### src/power_mode_defines.vh
/*
 Constants for the core power mode controller: register offset, bit
 positions, reset value and state codes. Assumes inclusion by bare name.
*/
`ifndef POWER_MODE_DEFINES_VH
`define POWER_MODE_DEFINES_VH
`define PMCS_ADDR 32'h0000FF80
`define PMCS_RESET 8'h00
`define BIT_FAST_OSC_DISABLE 1
`define BIT_IDLE_REQ 2
`define BIT_WAIT_BEFORE_PS 5
`define BIT_FAST_STABLE 6
`define BIT_SLOW_STABLE 7
`define WRITABLE_MASK 8'h26
`define ST_ACTIVE 2'h0
`define ST_IDLE 2'h1
`define ST_WAKING 2'h2
`define RESP_OKAY 2'h0
`define RESP_SLVERR 2'h2
`endif

### src/core_power_mode_control.v
/*
 Power mode controller for the core domain with an AXI4-Lite register slave.
 Assumes all inputs are synchronous to sys_clk; power-off is signalled by
 a level from the supply monitor.
*/
// Added by the designer: the AXI4-Lite slave port.
`timescale 1ns/100ps
`include "power_mode_defines.vh"
module core_power_mode_control #(
    parameter ADDR_W = 32
) (
    input wire sys_clk,
    input wire rst,
    input wire [ADDR_W-1:0] s_axi_awaddr,
    input wire s_axi_awvalid,
    output wire s_axi_awready,
    input wire [31:0] s_axi_wdata,
    input wire [3:0] s_axi_wstrb,
    input wire s_axi_wvalid,
    output wire s_axi_wready,
    output reg [1:0] s_axi_bresp,
    output reg s_axi_bvalid,
    input wire s_axi_bready,
    input wire [ADDR_W-1:0] s_axi_araddr,
    input wire s_axi_arvalid,
    output wire s_axi_arready,
    output reg [31:0] s_axi_rdata,
    output reg [1:0] s_axi_rresp,
    output reg s_axi_rvalid,
    input wire s_axi_rready,
    input wire wait_exec,
    input wire maskable_wake,
    input wire nmi_in,
    input wire debugger_interrupt,
    input wire int_ack,
    input wire power_off,
    input wire fast_clock_stable,
    input wire slow_clock_stable,
    output reg fast_clock_generator_en,
    output reg core_clock_run,
    output reg idle_mode,
    output reg wake_latched
);

////////////////////////////////////////////////////////////////////////////
// Binary state codes of the core domain power mode machine.
localparam [1:0] ST_ACTIVE = 2'h0;
localparam [1:0] ST_IDLE = 2'h1;
localparam [1:0] ST_WAKING = 2'h2;
// Edge-detected wake sources: the non-maskable and the debugger interrupt.
localparam WAKE_EDGE_W = 2;
localparam [7:0] RESET_BYTE = `PMCS_RESET;
localparam [ADDR_W-1:0] REG_ADDR = `PMCS_ADDR;

function addr_hit;
    input [ADDR_W-1:0] a;
    begin
        addr_hit = (a == REG_ADDR);
    end
endfunction

////////////////////////////////////////////////////////////////////////////
reg [ADDR_W-1:0] awaddr_reg;
reg [ADDR_W-1:0] awaddr_next;
reg aw_held_reg;
reg aw_held_next;
reg [31:0] wdata_reg;
reg [31:0] wdata_next;
reg w_held_reg;
reg w_held_next;
reg w_en_reg;
reg w_en_next;
reg bvalid_next;
reg [1:0] bresp_next;
reg rvalid_next;
reg [31:0] rdata_next;
reg [1:0] rresp_next;
reg fast_osc_disable_reg;
reg fast_osc_disable_next;
reg idle_req_reg;
reg idle_req_next;
reg wait_before_ps_reg;
reg wait_before_ps_next;
reg wake_latched_next;
reg [1:0] state_reg;
reg [1:0] state_next;
reg idle_mode_next;
reg core_clock_run_next;
reg gen_en_next;
wire [WAKE_EDGE_W-1:0] wake_edge_in;
wire [WAKE_EDGE_W-1:0] wake_rise;
wire wake_event;
wire do_write;
wire wr_hit;
wire [7:0] status_byte;

////////////////////////////////////////////////////////////////////////////
// A held address or data beat blocks its own channel until the write lands.
assign s_axi_awready = !aw_held_reg && !s_axi_bvalid;
assign s_axi_wready = !w_held_reg && !s_axi_bvalid;
assign s_axi_arready = !s_axi_rvalid;
assign do_write = aw_held_reg && w_held_reg && !s_axi_bvalid;
assign wr_hit = addr_hit(awaddr_reg) && w_en_reg;

assign status_byte = {slow_clock_stable, fast_clock_stable,
    wait_before_ps_reg, 2'b00, idle_req_reg, fast_osc_disable_reg,
    1'b0};

////////////////////////////////////////////////////////////////////////////
// The previous level starts at the idle level of the pins, so reset
// release never shows a false rising edge.
assign wake_edge_in = {debugger_interrupt, nmi_in};

genvar gi;
generate
    for (gi = 0; gi < WAKE_EDGE_W; gi = gi + 1) begin : g_wake_edge
        reg prev_reg;
        always @(posedge sys_clk) begin
            if (rst) begin
                prev_reg <= 1'b0;
            end else begin
                prev_reg <= wake_edge_in[gi];
            end
        end
        assign wake_rise[gi] = wake_edge_in[gi] && !prev_reg;
    end
endgenerate

assign wake_event = maskable_wake || (|wake_rise);

////////////////////////////////////////////////////////////////////////////
always @* begin
    aw_held_next = aw_held_reg;
    awaddr_next = awaddr_reg;
    if (s_axi_awvalid && s_axi_awready) begin
        aw_held_next = 1'b1;
        awaddr_next = s_axi_awaddr;
    end
    if (do_write) begin
        aw_held_next = 1'b0;
    end
end

always @* begin
    w_held_next = w_held_reg;
    wdata_next = wdata_reg;
    w_en_next = w_en_reg;
    if (s_axi_wvalid && s_axi_wready) begin
        w_held_next = 1'b1;
        wdata_next = s_axi_wdata;
        w_en_next = s_axi_wstrb[0];
    end
    if (do_write) begin
        w_held_next = 1'b0;
    end
end

always @* begin
    bvalid_next = s_axi_bvalid;
    bresp_next = s_axi_bresp;
    if (do_write) begin
        bvalid_next = 1'b1;
        bresp_next = addr_hit(awaddr_reg) ? `RESP_OKAY : `RESP_SLVERR;
    end else if (s_axi_bvalid && s_axi_bready) begin
        bvalid_next = 1'b0;
    end
end

always @* begin
    rvalid_next = s_axi_rvalid;
    rdata_next = s_axi_rdata;
    rresp_next = s_axi_rresp;
    if (s_axi_arvalid && s_axi_arready) begin
        rvalid_next = 1'b1;
        if (addr_hit(s_axi_araddr)) begin
            rdata_next = {24'h000000, status_byte};
            rresp_next = `RESP_OKAY;
        end else begin
            rdata_next = 32'h00000000;
            rresp_next = `RESP_SLVERR;
        end
    end else if (s_axi_rvalid && s_axi_rready) begin
        rvalid_next = 1'b0;
    end
end

always @(posedge sys_clk) begin
    if (rst) begin
        aw_held_reg <= 1'b0;
        awaddr_reg <= {ADDR_W{1'b0}};
        w_held_reg <= 1'b0;
        wdata_reg <= 32'h00000000;
        w_en_reg <= 1'b0;
        s_axi_bvalid <= 1'b0;
        s_axi_bresp <= `RESP_OKAY;
        s_axi_rvalid <= 1'b0;
        s_axi_rdata <= 32'h00000000;
        s_axi_rresp <= `RESP_OKAY;
    end else begin
        aw_held_reg <= aw_held_next;
        awaddr_reg <= awaddr_next;
        w_held_reg <= w_held_next;
        wdata_reg <= wdata_next;
        w_en_reg <= w_en_next;
        s_axi_bvalid <= bvalid_next;
        s_axi_bresp <= bresp_next;
        s_axi_rvalid <= rvalid_next;
        s_axi_rdata <= rdata_next;
        s_axi_rresp <= rresp_next;
    end
end

////////////////////////////////////////////////////////////////////////////
// Hardware clear outranks a software write in the same cycle, so a wake
// that lands during a write is never lost.
always @* begin
    fast_osc_disable_next = fast_osc_disable_reg;
    idle_req_next = idle_req_reg;
    wait_before_ps_next = wait_before_ps_reg;
    if (do_write && wr_hit) begin
        fast_osc_disable_next = wdata_reg[`BIT_FAST_OSC_DISABLE];
        idle_req_next = wdata_reg[`BIT_IDLE_REQ];
        wait_before_ps_next = wdata_reg[`BIT_WAIT_BEFORE_PS];
    end
    if (wake_event) begin
        fast_osc_disable_next = 1'b0;
        idle_req_next = 1'b0;
    end
end

always @(posedge sys_clk) begin
    if (rst) begin
        fast_osc_disable_reg <= RESET_BYTE[`BIT_FAST_OSC_DISABLE];
        idle_req_reg <= RESET_BYTE[`BIT_IDLE_REQ];
        wait_before_ps_reg <= RESET_BYTE[`BIT_WAIT_BEFORE_PS];
    end else begin
        fast_osc_disable_reg <= fast_osc_disable_next;
        idle_req_reg <= idle_req_next;
        wait_before_ps_reg <= wait_before_ps_next;
    end
end

////////////////////////////////////////////////////////////////////////////
// A new wake wins over an acknowledge in the same cycle.
always @* begin
    wake_latched_next = wake_latched;
    if (wake_event) begin
        wake_latched_next = 1'b1;
    end else if (int_ack) begin
        wake_latched_next = 1'b0;
    end
end

always @(posedge sys_clk) begin
    if (rst) begin
        wake_latched <= 1'b0;
    end else begin
        wake_latched <= wake_latched_next;
    end
end

////////////////////////////////////////////////////////////////////////////
always @* begin
    state_next = state_reg;
    case (state_reg)
        ST_ACTIVE: begin
            if (idle_req_reg && wait_before_ps_reg && wait_exec &&
                    slow_clock_stable && !wake_event) begin
                state_next = ST_IDLE;
            end
        end
        ST_IDLE: begin
            if (wake_event || wake_latched) begin
                state_next = ST_WAKING;
            end
        end
        ST_WAKING: begin
            if (fast_clock_stable) begin
                state_next = ST_ACTIVE;
            end
        end
        default: begin
            state_next = ST_ACTIVE;
        end
    endcase
end

always @(posedge sys_clk) begin
    if (rst) begin
        state_reg <= ST_ACTIVE;
    end else begin
        state_reg <= state_next;
    end
end

////////////////////////////////////////////////////////////////////////////
// The disable bit only bites once Idle has really been entered; while
// waking the generator runs so that the stable flag can come up.
always @* begin
    idle_mode_next = (state_next != ST_ACTIVE);
    core_clock_run_next = (state_next == ST_ACTIVE);
    if (power_off) begin
        gen_en_next = 1'b0;
    end else if (state_next == ST_IDLE) begin
        gen_en_next = !fast_osc_disable_reg;
    end else begin
        gen_en_next = 1'b1;
    end
end

always @(posedge sys_clk) begin
    if (rst) begin
        fast_clock_generator_en <= 1'b1;
        core_clock_run <= 1'b1;
        idle_mode <= 1'b0;
    end else begin
        fast_clock_generator_en <= gen_en_next;
        core_clock_run <= core_clock_run_next;
        idle_mode <= idle_mode_next;
    end
end

endmodule // core_power_mode_control

### config.mk
export PLATFORM = sky130hd
export DESIGN_NAME = core_power_mode_control
export DESIGN_NICKNAME = d
export VERILOG_FILES = /design/src/core_power_mode_control.v
export VERILOG_INCLUDE_DIRS = /design/src
export SDC_FILE = /design/constraint.sdc
export NUM_CORES = 1
export LEC_CHECK = 0
export ABC_AREA = 1
export BUFFER_PORTS_ARGS = -buffer_cell sky130_fd_sc_hd__buf_2
export CAP_MARGIN = 10
export CORE_MARGIN = 2
export CORE_UTILIZATION = 38
export DETAILED_ROUTE_END_ITERATION = 10
export PLACE_DENSITY = 0.72
export SETUP_SLACK_MARGIN = 0.3
export SLEW_MARGIN = 20
export SYNTH_ARGS = -nofsm -noshare
export SYNTH_HDL_FRONTEND = slang
export SYNTH_SLANG_ARGS = --single-unit
### constraint.sdc
create_clock -name sys_clk -period 1.65 [get_ports sys_clk]
set_input_delay 0.0825 -clock sys_clk [delete_from_list [all_inputs] [get_ports sys_clk]]
set_output_delay 0.0825 -clock sys_clk [all_outputs]
set_load 0.05 [all_outputs]
### Word level (Yosys, flattened, before mapping)

Cells that the tools add are included.

* register bits: 90
* bits of input ports: 115
* output and inout bits: 45
* word-level logic and storage cells: 76

* eq/ne operators: 5
* mux-type cells: 15
* reduce and logical (&&, ||, !) cells: 36

Operators by type and width (count)
* equality test 32 x 16 -> 1 bit, second input constant: 2
* logical AND 1 bit: 17
* 2-to-1 mux 2 bit: 5
* zero test 1 bit: 8
* 2-to-1 mux 1 bit: 8
* 2-to-1 mux 8 bit: 1
* nonzero test 2 bit: 4
* case mux 2 bit (3 select lines): 1
* OR reduction 2 bit: 3
* equality test 2 x 1 -> 1 bit, second input constant: 2
* zero test 2 bit: 2
* equality test 2 bit, second input constant: 1
* logical OR 1 bit: 2

### Depth between registers and ports, before layout

Gate-level depths: netlist of run 1.

* word-level depth: 11
* depth in mapped cells: 9
* gate-level depth less buffers: 9

### Worst setup path before layout of run 1

Ideal clock, no wire load.

* path type: register to register
* start: register s_axi_bvalid
* end: register w_en_reg
* setup time: 122 ps
* arrival time: 1780 ps
* required time: 1528 ps
* slack: -251 ps
* cell stages (with the launch flop): 5
* path buffers: 0
* period minus slack after synthesis: 1901 ps
* cells stage by stage: dfxtp_1 -> nor2_1 -> nand2_1 -> o21ai_0 -> a21oi_1

* cells in the longest elaborated chain, start to end: 3

Ends and longest elaborated chain
* start: declaration: line core_power_mode_control.v:22 `output reg s_axi_bvalid,`
* start signal: assignment: line core_power_mode_control.v:205 `s_axi_bvalid <= bvalid_next;`
* zero test 1 bit: line core_power_mode_control.v:100 `assign s_axi_wready = !w_held_reg && !s_axi_bvalid;`
* logical AND 1 bit: line core_power_mode_control.v:100
* named net s_axi_wready: line core_power_mode_control.v:20 `output wire s_axi_wready,`
* logical AND 1 bit: line core_power_mode_control.v:148 `if (s_axi_wvalid && s_axi_wready) begin`
* end signal: assignment: line core_power_mode_control.v:204 `w_en_reg <= w_en_next;`
* end: declaration: line core_power_mode_control.v:71 `reg w_en_reg;`

The timed path passes the listed nets, and every way through them passes these cells.
A chain may end at the register's enable or synchronous reset.

### Worst setup path in the final report of run 1

* start: input port debugger_interrupt
* end: register fast_clock_generator_en

* cells in the longest elaborated chain, start to end: 10
* elaborated cells on any way between the ends: 12
* classes of those cells: eq/ne (1); mux (5); reduce/logical (6)

Ends and longest elaborated chain
* start: declaration: line core_power_mode_control.v:34 `input wire debugger_interrupt,`
* logical AND 1 bit (*): line core_power_mode_control.v:125 `assign wake_rise[gi] = wake_edge_in[gi] && !prev_reg;`
* OR reduction 2 bit (*): line core_power_mode_control.v:129 `assign wake_event = maskable_wake || (|wake_rise);`
* logical OR 1 bit (*): line core_power_mode_control.v:129
* zero test 1 bit: line core_power_mode_control.v:268 `slow_clock_stable && !wake_event) begin`
* logical AND 1 bit: line core_power_mode_control.v:268
* 2-to-1 mux 2 bit: line core_power_mode_control.v:267 `if (idle_req_reg && wait_before_ps_reg && wait_exec &&`
* case mux 2 bit (3 select lines) (*): line core_power_mode_control.v:265 `case (state_reg)`
* equality test 2 x 1 -> 1 bit (*): line core_power_mode_control.v:304 `end else if (state_next == ST_IDLE) begin`
* 2-to-1 mux 1 bit (*): line core_power_mode_control.v:304
* 2-to-1 mux 1 bit (*): line core_power_mode_control.v:302 `if (power_off) begin`
* end signal: assignment: line core_power_mode_control.v:317 `fast_clock_generator_en <= gen_en_next;`
* end: declaration: line core_power_mode_control.v:39 `output reg fast_clock_generator_en,`

Every way passes the cells marked *; elsewhere a longest branch is shown, timed or not.

==> results of run 1 <==
[worst max-delay path by stage]
stage	to
detailed placement	fast_osc_disable_reg
floorplan	awaddr_reg[15]
CTS	idle_mode
global route	idle_mode
global placement	idle_req_reg
finish	fast_clock_generator_en
[repair_timing]
action / CTS / global route
resized for setup: 0 / 3
endpoints found under the setup margin: 0 / 5
hold endpoints to repair: 10 / 0
hold buffers: 10 / 0
[synthesized netlist by cell type]
master,count
nand3_1,9
a21oi_1,30
nand2_1,54
nor2_1,74
clkbuf_1,4
o21a_1,1
inv_2,1
buf_1,1
nor2_2,6
nand4_1,2
clkbuf_2,1
nand2_2,2
o21ai_0,38
inv_1,44
and2_0,1
o21bai_1,1
buf_6,1
buf_2,4
o22ai_1,1
nand3_2,1
conb_1,1
nor2_4,1
dfxtp_1,58
buf_4,29
[cells in the final DEF, fill, tap and decap left out]
cell type	n
nand2_1	54
clkbuf_16	1
conb_1	29
nand3_1	9
o22ai_1	1
nor2_4	3
inv_2	1
nor2_1	72
clkinv_2	2
inv_6	1
nor2_2	6
a21oi_1	30
nand3_2	1
buf_2	98
nand2_2	2
bufinv_16	2
clkbuf_8	9
o21ai_2	1
dfxtp_4	1
o21a_1	1
dfxtp_1	57
inv_1	44
o21ai_0	37
o21bai_1	1
nand4_1	2
buf_12	2
and2_0	1
clkinvlp_4	1
dlygate4sd3_1	10
[power groups by stage]
stage                     combinational [uW]  clock, uW  sequential [uW]
final                                    647       1520             1550
after detailed placement                 630          0             1580
after global placement                   620          0             1580
after global routing                     728       1630             1560
after floorplan                          486          0             1600
after CTS                                649       1560             1550
[worst max-delay path, cell delays in order]
cell and delay [ns]:
dlygate4sd3_1 0.53, buf_2 0.12, inv_1 0.06, nor2_1 0.04, nor2_1 0.13, nand2_1 0.14, inv_1 0.10, nand2_1 0.07
o21bai_1 0.12, nand2_1 0.07
[cell type report]
type	count	share of cell area [%]
Clock buffer	10	4.373
Clock inverter	6	2.536
Inverter	45	4.961
Multi-Input combinational cell	250	32.45
Sequential cell	58	34.22
Tap cell	80	2.940
Timing Repair Buffer	110	18.52
[cells by family after synthesis]
group / after synthesis / synth area share [%]
other: 1 / 0.1451
buffers and inverters: 85 / 17.09
flip-flops: 58 / 44.94
AND/OR/NAND/NOR: 150 / 23.83
AO/OA/AOI/OAI: 71 / 14.00
[metal layers]
metal,GRT usage (%),up-vias,part of all wire [%]
met4,6.818,0,1.7
met3,4.667,11,9.7
met2,26.64,105,46
li1,-,1295,-
met1,15.91,1027,42
met5,0,-,0
[metrics by stage]
| stage | util, % | setup slack, ns |
|---|---|---|
| 6_report | 50.96 | 0.4076 |
| 5_1_grt | 50.96 | 0.2541 |
| 4_1_cts | 50.86 | 0.3865 |
| 3_5_place_dp | 45.84 | 0.4376 |
| 3_3_place_gp | 45.84 | 0.4546 |
| 2_1_floorplan | - | 0.2962 |
==> out/qor.yml, run 1 <==
status: "finished, final reports clean"
irDropWorstVdd_mv: 0.5740
syn_area_per_cell_um2: 7.079
synth_top_area_share_pct: 44.94
r2r_start: "s_axi_bvalid"
timing_max_transition_violations_final: 0
ys_ff_latch: 58
die_x_um: 86.46
dieArea_um2: 7474
r2r-end: "awaddr_reg[18]"
fin_area_um2: 3405
cp_data_arrival_time_ns: 1.47
ant_nets: 0
cts.clk_slew.worst_paths_ns: 0.08
tns_ns: 0
wl_um: 5365
power_uw: 3720
area_growth_pct: 31.77
cts_max_path_buffers: 2
worstHoldPathType: "in -> reg"
sequentialPowerShare_pct: 41.6
cp-end-kind: "flop"
whs_endpoint: "wdata_reg[1]"
grt_max_degree: 43
firstDrtPassIters: 6
min_path_cells: 3
synth_area_um2: 2584
viasPerCell: 4.361
fp-row-count: 30
fin_cells: 559
place_area_um2: 3063
seqCellArea_um2: 1165
largest_reg_flops: 32
multi_input_area_um2: 1105
dp_hpwl_um: 3963
htreeDepth: 3
yosys_warnings: 0
synth_area_leaders: "dfxtp_1, nor2_1, buf_4"
io-pin-count: 160
cp-start-kind: "primary input"
via_count: 2438
ys_seq_area_share_pct: 44.94
grt_usage_pct: 14.89
hold_viol_final: 0
power.switching_uw: 1066
gp_congestion: 0.8079
rrSetupSlack_ns: 0.44
fin_nets: 589
port_buffers: 98
initial_core_util_pct: 38.67
numCtsBuffers: 9
drc: 0
clock_skew_ns: 0.01087
setup_viol: 0
post-cts-setup-buffers: 0
rsz0062_at_grt: "yes"
period_share_pct: 75.30
r2r_cells: 5
grt_pass1_vias: 2212
antenna_found_initial: 0
core_um2: 6681
p_comb_share_pct: 17.4
cts-root-buf: "clkbuf_8"
yosysTopAreaCell: "dfxtp_1"
grt_pass1_wl_um: 8797
drv_cap: 0
antennaDiodeCount: 0
clkLatencyLatePin_ns: 0.34
dp_cells: 533
overflow: 0
min-delay-start: "s_axi_wdata[1]"
drtIter0Drc: 67
p_leak_uw: 0.001705
wl_per_cell_um: 9.597
tritoncts: "yes"
critPathRequiredTime_ns: 1.88
pwr_density_cell_nw_per_um2: 1093
synthCells: 365
fin_crit_ns: 1.242
max_freq_ghz: 0.8049
drive_gt1_share_pct: 27.35
synth.distinct_cells: 24
p_clk_share_pct: 41.0
die_h_um: 86.46
hold_ws_ns: 0.01139
cp-startpoint: "debugger_interrupt"
critical_path.max_fanout: 4
final.fill_count: 659
intPower_uw: 2654
path_class: "in -> reg"
p_sw_share_pct: 28.66
clock-sinks: 58
No activity file was read; power rests on OpenSTA's default activity.
==> run 2, diff against run 1 <==
clock period = 1.25 ns   (was 1.65 ns; I/O delays follow)
==> run 2 against run 1 <==
The flow now finishes with violations (negative hold slack, negative setup slack); routed wire length grew 45%; total power up 42%; count of clock-buffer cells in the layout rose by 3; die area unchanged; critical path depth decreased by 3; global-route usage grew 2.9 points; combinational power increased by 120%.
==> out/qor.yml, run 2 (synthesized netlist as in run 1, its figures left out) <==
hold_ws_ns: -0.007016  # was 0.01139 ns
irDropWorstVdd_mv: 0.8285  # was 0.5740 mV
drive_gt1_share_pct: 48.67  # was 27.35%
intPower_uw: 3653  # was 2654 uW
worstMarginPinSlew_ns: 0.6516
min_path_cells: 3  # unchanged
crit_family: "buffers and inverters"  # unchanged
clkLatencyLatePin_ns: 0.34  # about the same
numCtsBuffers: 9  # unchanged
critPathMostFrequentCell: "buf_6"  # was nand2_1
p_comb_share_pct: 26.7  # was 17.4%
gp_congestion: 0.7542  # was 0.8079
fp-row-count: 30  # unchanged
cp-start-kind: "flop"  # was primary input
final_cell_mix: "buf_2, nor2_1, dfxtp_1"  # unchanged
slew_headroom_pct: 56.40
rrSetupSlack_ns: -0.01  # was 0.44 ns
critical_path.max_fanout: 5  # was 4
dieArea_um2: 7474  # unchanged
grt_pass1_wl_um: 10290  # was 8797 um
core_um2: 6681  # unchanged
antennaDiodeCount: 0  # unchanged
fin_ws_ns: -0.01287  # was 0.4076 ns
p_clk_share_pct: 34.1  # was 41.0%
sequentialPowerShare_pct: 39.2  # was 41.6%
hold_viol_final: 1  # was 0
htreeDepth: 3  # unchanged
firstDrtPassIters: 4  # was 6
crit_slowest_cell: "dfxtp_4"  # was dlygate4sd3_1
period_share_pct: 101.0
cp_data_arrival_time_ns: 1.49  # was 1.47 ns
path_cells: "nor2_4 -> buf_12 -> buf_6 -> nand2_4 -> buf_6 -> o21ai_2 -> nor2_1"  # was dlygate4sd3_1 -> buf_2 -> inv_1 -> nor2_1 -> nor2_1 -> nand2_1 -> inv_1 -> nand2_1 -> o21bai_1 -> nand2_1
cts.clk_slew.worst_paths_ns: 0.07  # was 0.08 ns
path_class: "reg -> reg"  # was in -> reg
overflow: 0  # unchanged
cp-end-kind: "flop"  # unchanged
setup_viol: 2  # was 0
fin_nets: 639  # was 589
initial_core_util_pct: 38.67  # unchanged
max_stage_delay_ns: 0.38  # was 0.53 ns
die_x_um: 86.46  # unchanged
io-pin-count: 160  # unchanged
drv_cap: 0  # unchanged
timing_max_transition_violations_final: 0  # unchanged
wl_per_cell_um: 12.81  # was 9.597 um
p_leak_uw: 0.002065  # was 0.001705 uW
seqCellArea_um2: 1190  # was 1165 um^2
power_uw: 5279  # was 3720 uW
ant_nets: 0  # unchanged
cts-root-buf: "clkbuf_8"  # unchanged
clock_skew_ns: 0.006523  # was 0.01087 ns
via_count: 2753  # was 2438
cts_max_path_buffers: 2  # unchanged
failed_checks: "negative hold slack, negative setup slack"
dp_hpwl_um: 4058  # was 3963 um
r2r_cells: 7  # was 5
final.fill_count: 530  # was 659
tritoncts: "yes"  # unchanged
worstHoldPathType: "in -> reg"  # unchanged
grt_pass1_vias: 2474  # was 2212
max_freq_ghz: 0.7918
crit_buf_inv: 3  # was 4
port_buffers: 98  # unchanged
critPathRequiredTime_ns: 1.48  # was 1.88 ns
multi_input_area_um2: 1501  # was 1105 um^2
viasPerCell: 4.528  # was 4.361
die_h_um: 86.46  # unchanged
final_common_cell: "buf_2"  # unchanged
drtIter0Drc: 72  # was 67
grt_max_degree: 45  # was 43
antenna_found_initial: 0  # unchanged
wl_um: 7791  # was 5365 um
clock-sinks: 58  # unchanged
p_sw_share_pct: 30.80  # was 28.66%
power.switching_uw: 1626  # was 1066 uW
largest_reg_flops: 32  # unchanged
drc: 0  # unchanged
fin_crit_ns: 1.263
rsz0062_at_grt: "yes"  # unchanged
status: "finished, violations left"  # was finished, final reports clean
r2r_start: "s_axi_bvalid"  # unchanged
pwr_density_cell_nw_per_um2: 1187  # was 1093 nW/um^2
min-delay-start: "s_axi_wstrb[0]"  # was s_axi_wdata[1]
r2r-end: "awaddr_reg[23]"  # was awaddr_reg[18]
grt_usage_pct: 17.74  # was 14.89%
whs_endpoint: "w_en_reg"  # was wdata_reg[1]
area_growth_pct: 72.11  # was 31.77%
## run 2: worst max path at each step
stage	startpoint	end	depth (start not counted)
floorplan	s_axi_bvalid	awaddr_reg[10]	5
global placement	awaddr_reg[2]	fast_osc_disable_reg	8
detailed placement	awaddr_reg[26]	idle_req_reg	8
CTS	s_axi_bvalid	awaddr_reg[30]	5
global route	awaddr_reg[25]	fast_osc_disable_reg	9
finish	s_axi_bvalid	awaddr_reg[23]	7
## run 2: layout make-up
cell class                      instances  area share, %
Clock inverter                          2         0.7878
Timing Repair Buffer                  158          28.42
Tap cell                               80          2.251
Sequential cell                        58          26.76
Clock buffer                           13          3.799
Inverter                               45          4.221
Multi-Input combinational cell        252          33.76
## run 2: per-stage QoR
step	utilization, %	cells	cell area (um^2)	worst slack (ns)	setup TNS (ns)
final	66.55	608	4447	-0.01287	-0.01840
after global routing	66.55	608	4447	-0.08723	-0.4413
after CTS	58.22	593	3890	0.07351	0
after detailed placement	46.61	536	3114	0.06623	0
after global placement	46.61	536	3114	0.07240	0
after floorplan	-	393	2761	-0.06107	-1.609
## run 2: worst reg2reg max path, stage by stage (launching register included)
cell and delay, ns:
dfxtp_4 0.38, nor2_4 0.14, buf_12 0.15, buf_6 0.11, nand2_4 0.07, buf_6 0.14, o21ai_2 0.10, nor2_1 0.06
## run 2: layer usage
layer / part of all wire, % / track usage, % / wire length, um / vias to the layer above
met4: 1.7 / 7.528 / 135 / 0
met3: 4.9 / 4.190 / 382 / 13
li1: - / - / - / 1404
met2: 57 / 34.20 / 4412 / 86
met5: 0 / 0 / 0 / -
met1: 37 / 17.98 / 2861 / 1250
## run 2: power groups by stage
| stage | Clock [uW] | Sequential, uW | Combinational (uW) |
|---|---|---|---|
| after floorplan | 0 | 2120 | 683 |
| after global placement | 0 | 2080 | 856 |
| after detailed placement | 0 | 2090 | 870 |
| after CTS | 1810 | 2050 | 1090 |
| after global routing | 1910 | 2090 | 1510 |
| final | 1800 | 2070 | 1410 |
## run 2: repair_timing
item / CTS / global route
hold endpoints to repair: 31 / 1
hold buffers: 31 / 1
buffers inserted: 8 / 11
pin swaps: 10 / 23
cloned: 3 / 3
gates resized for setup: 53 / 118
setup endpoints to repair: 65 / 66
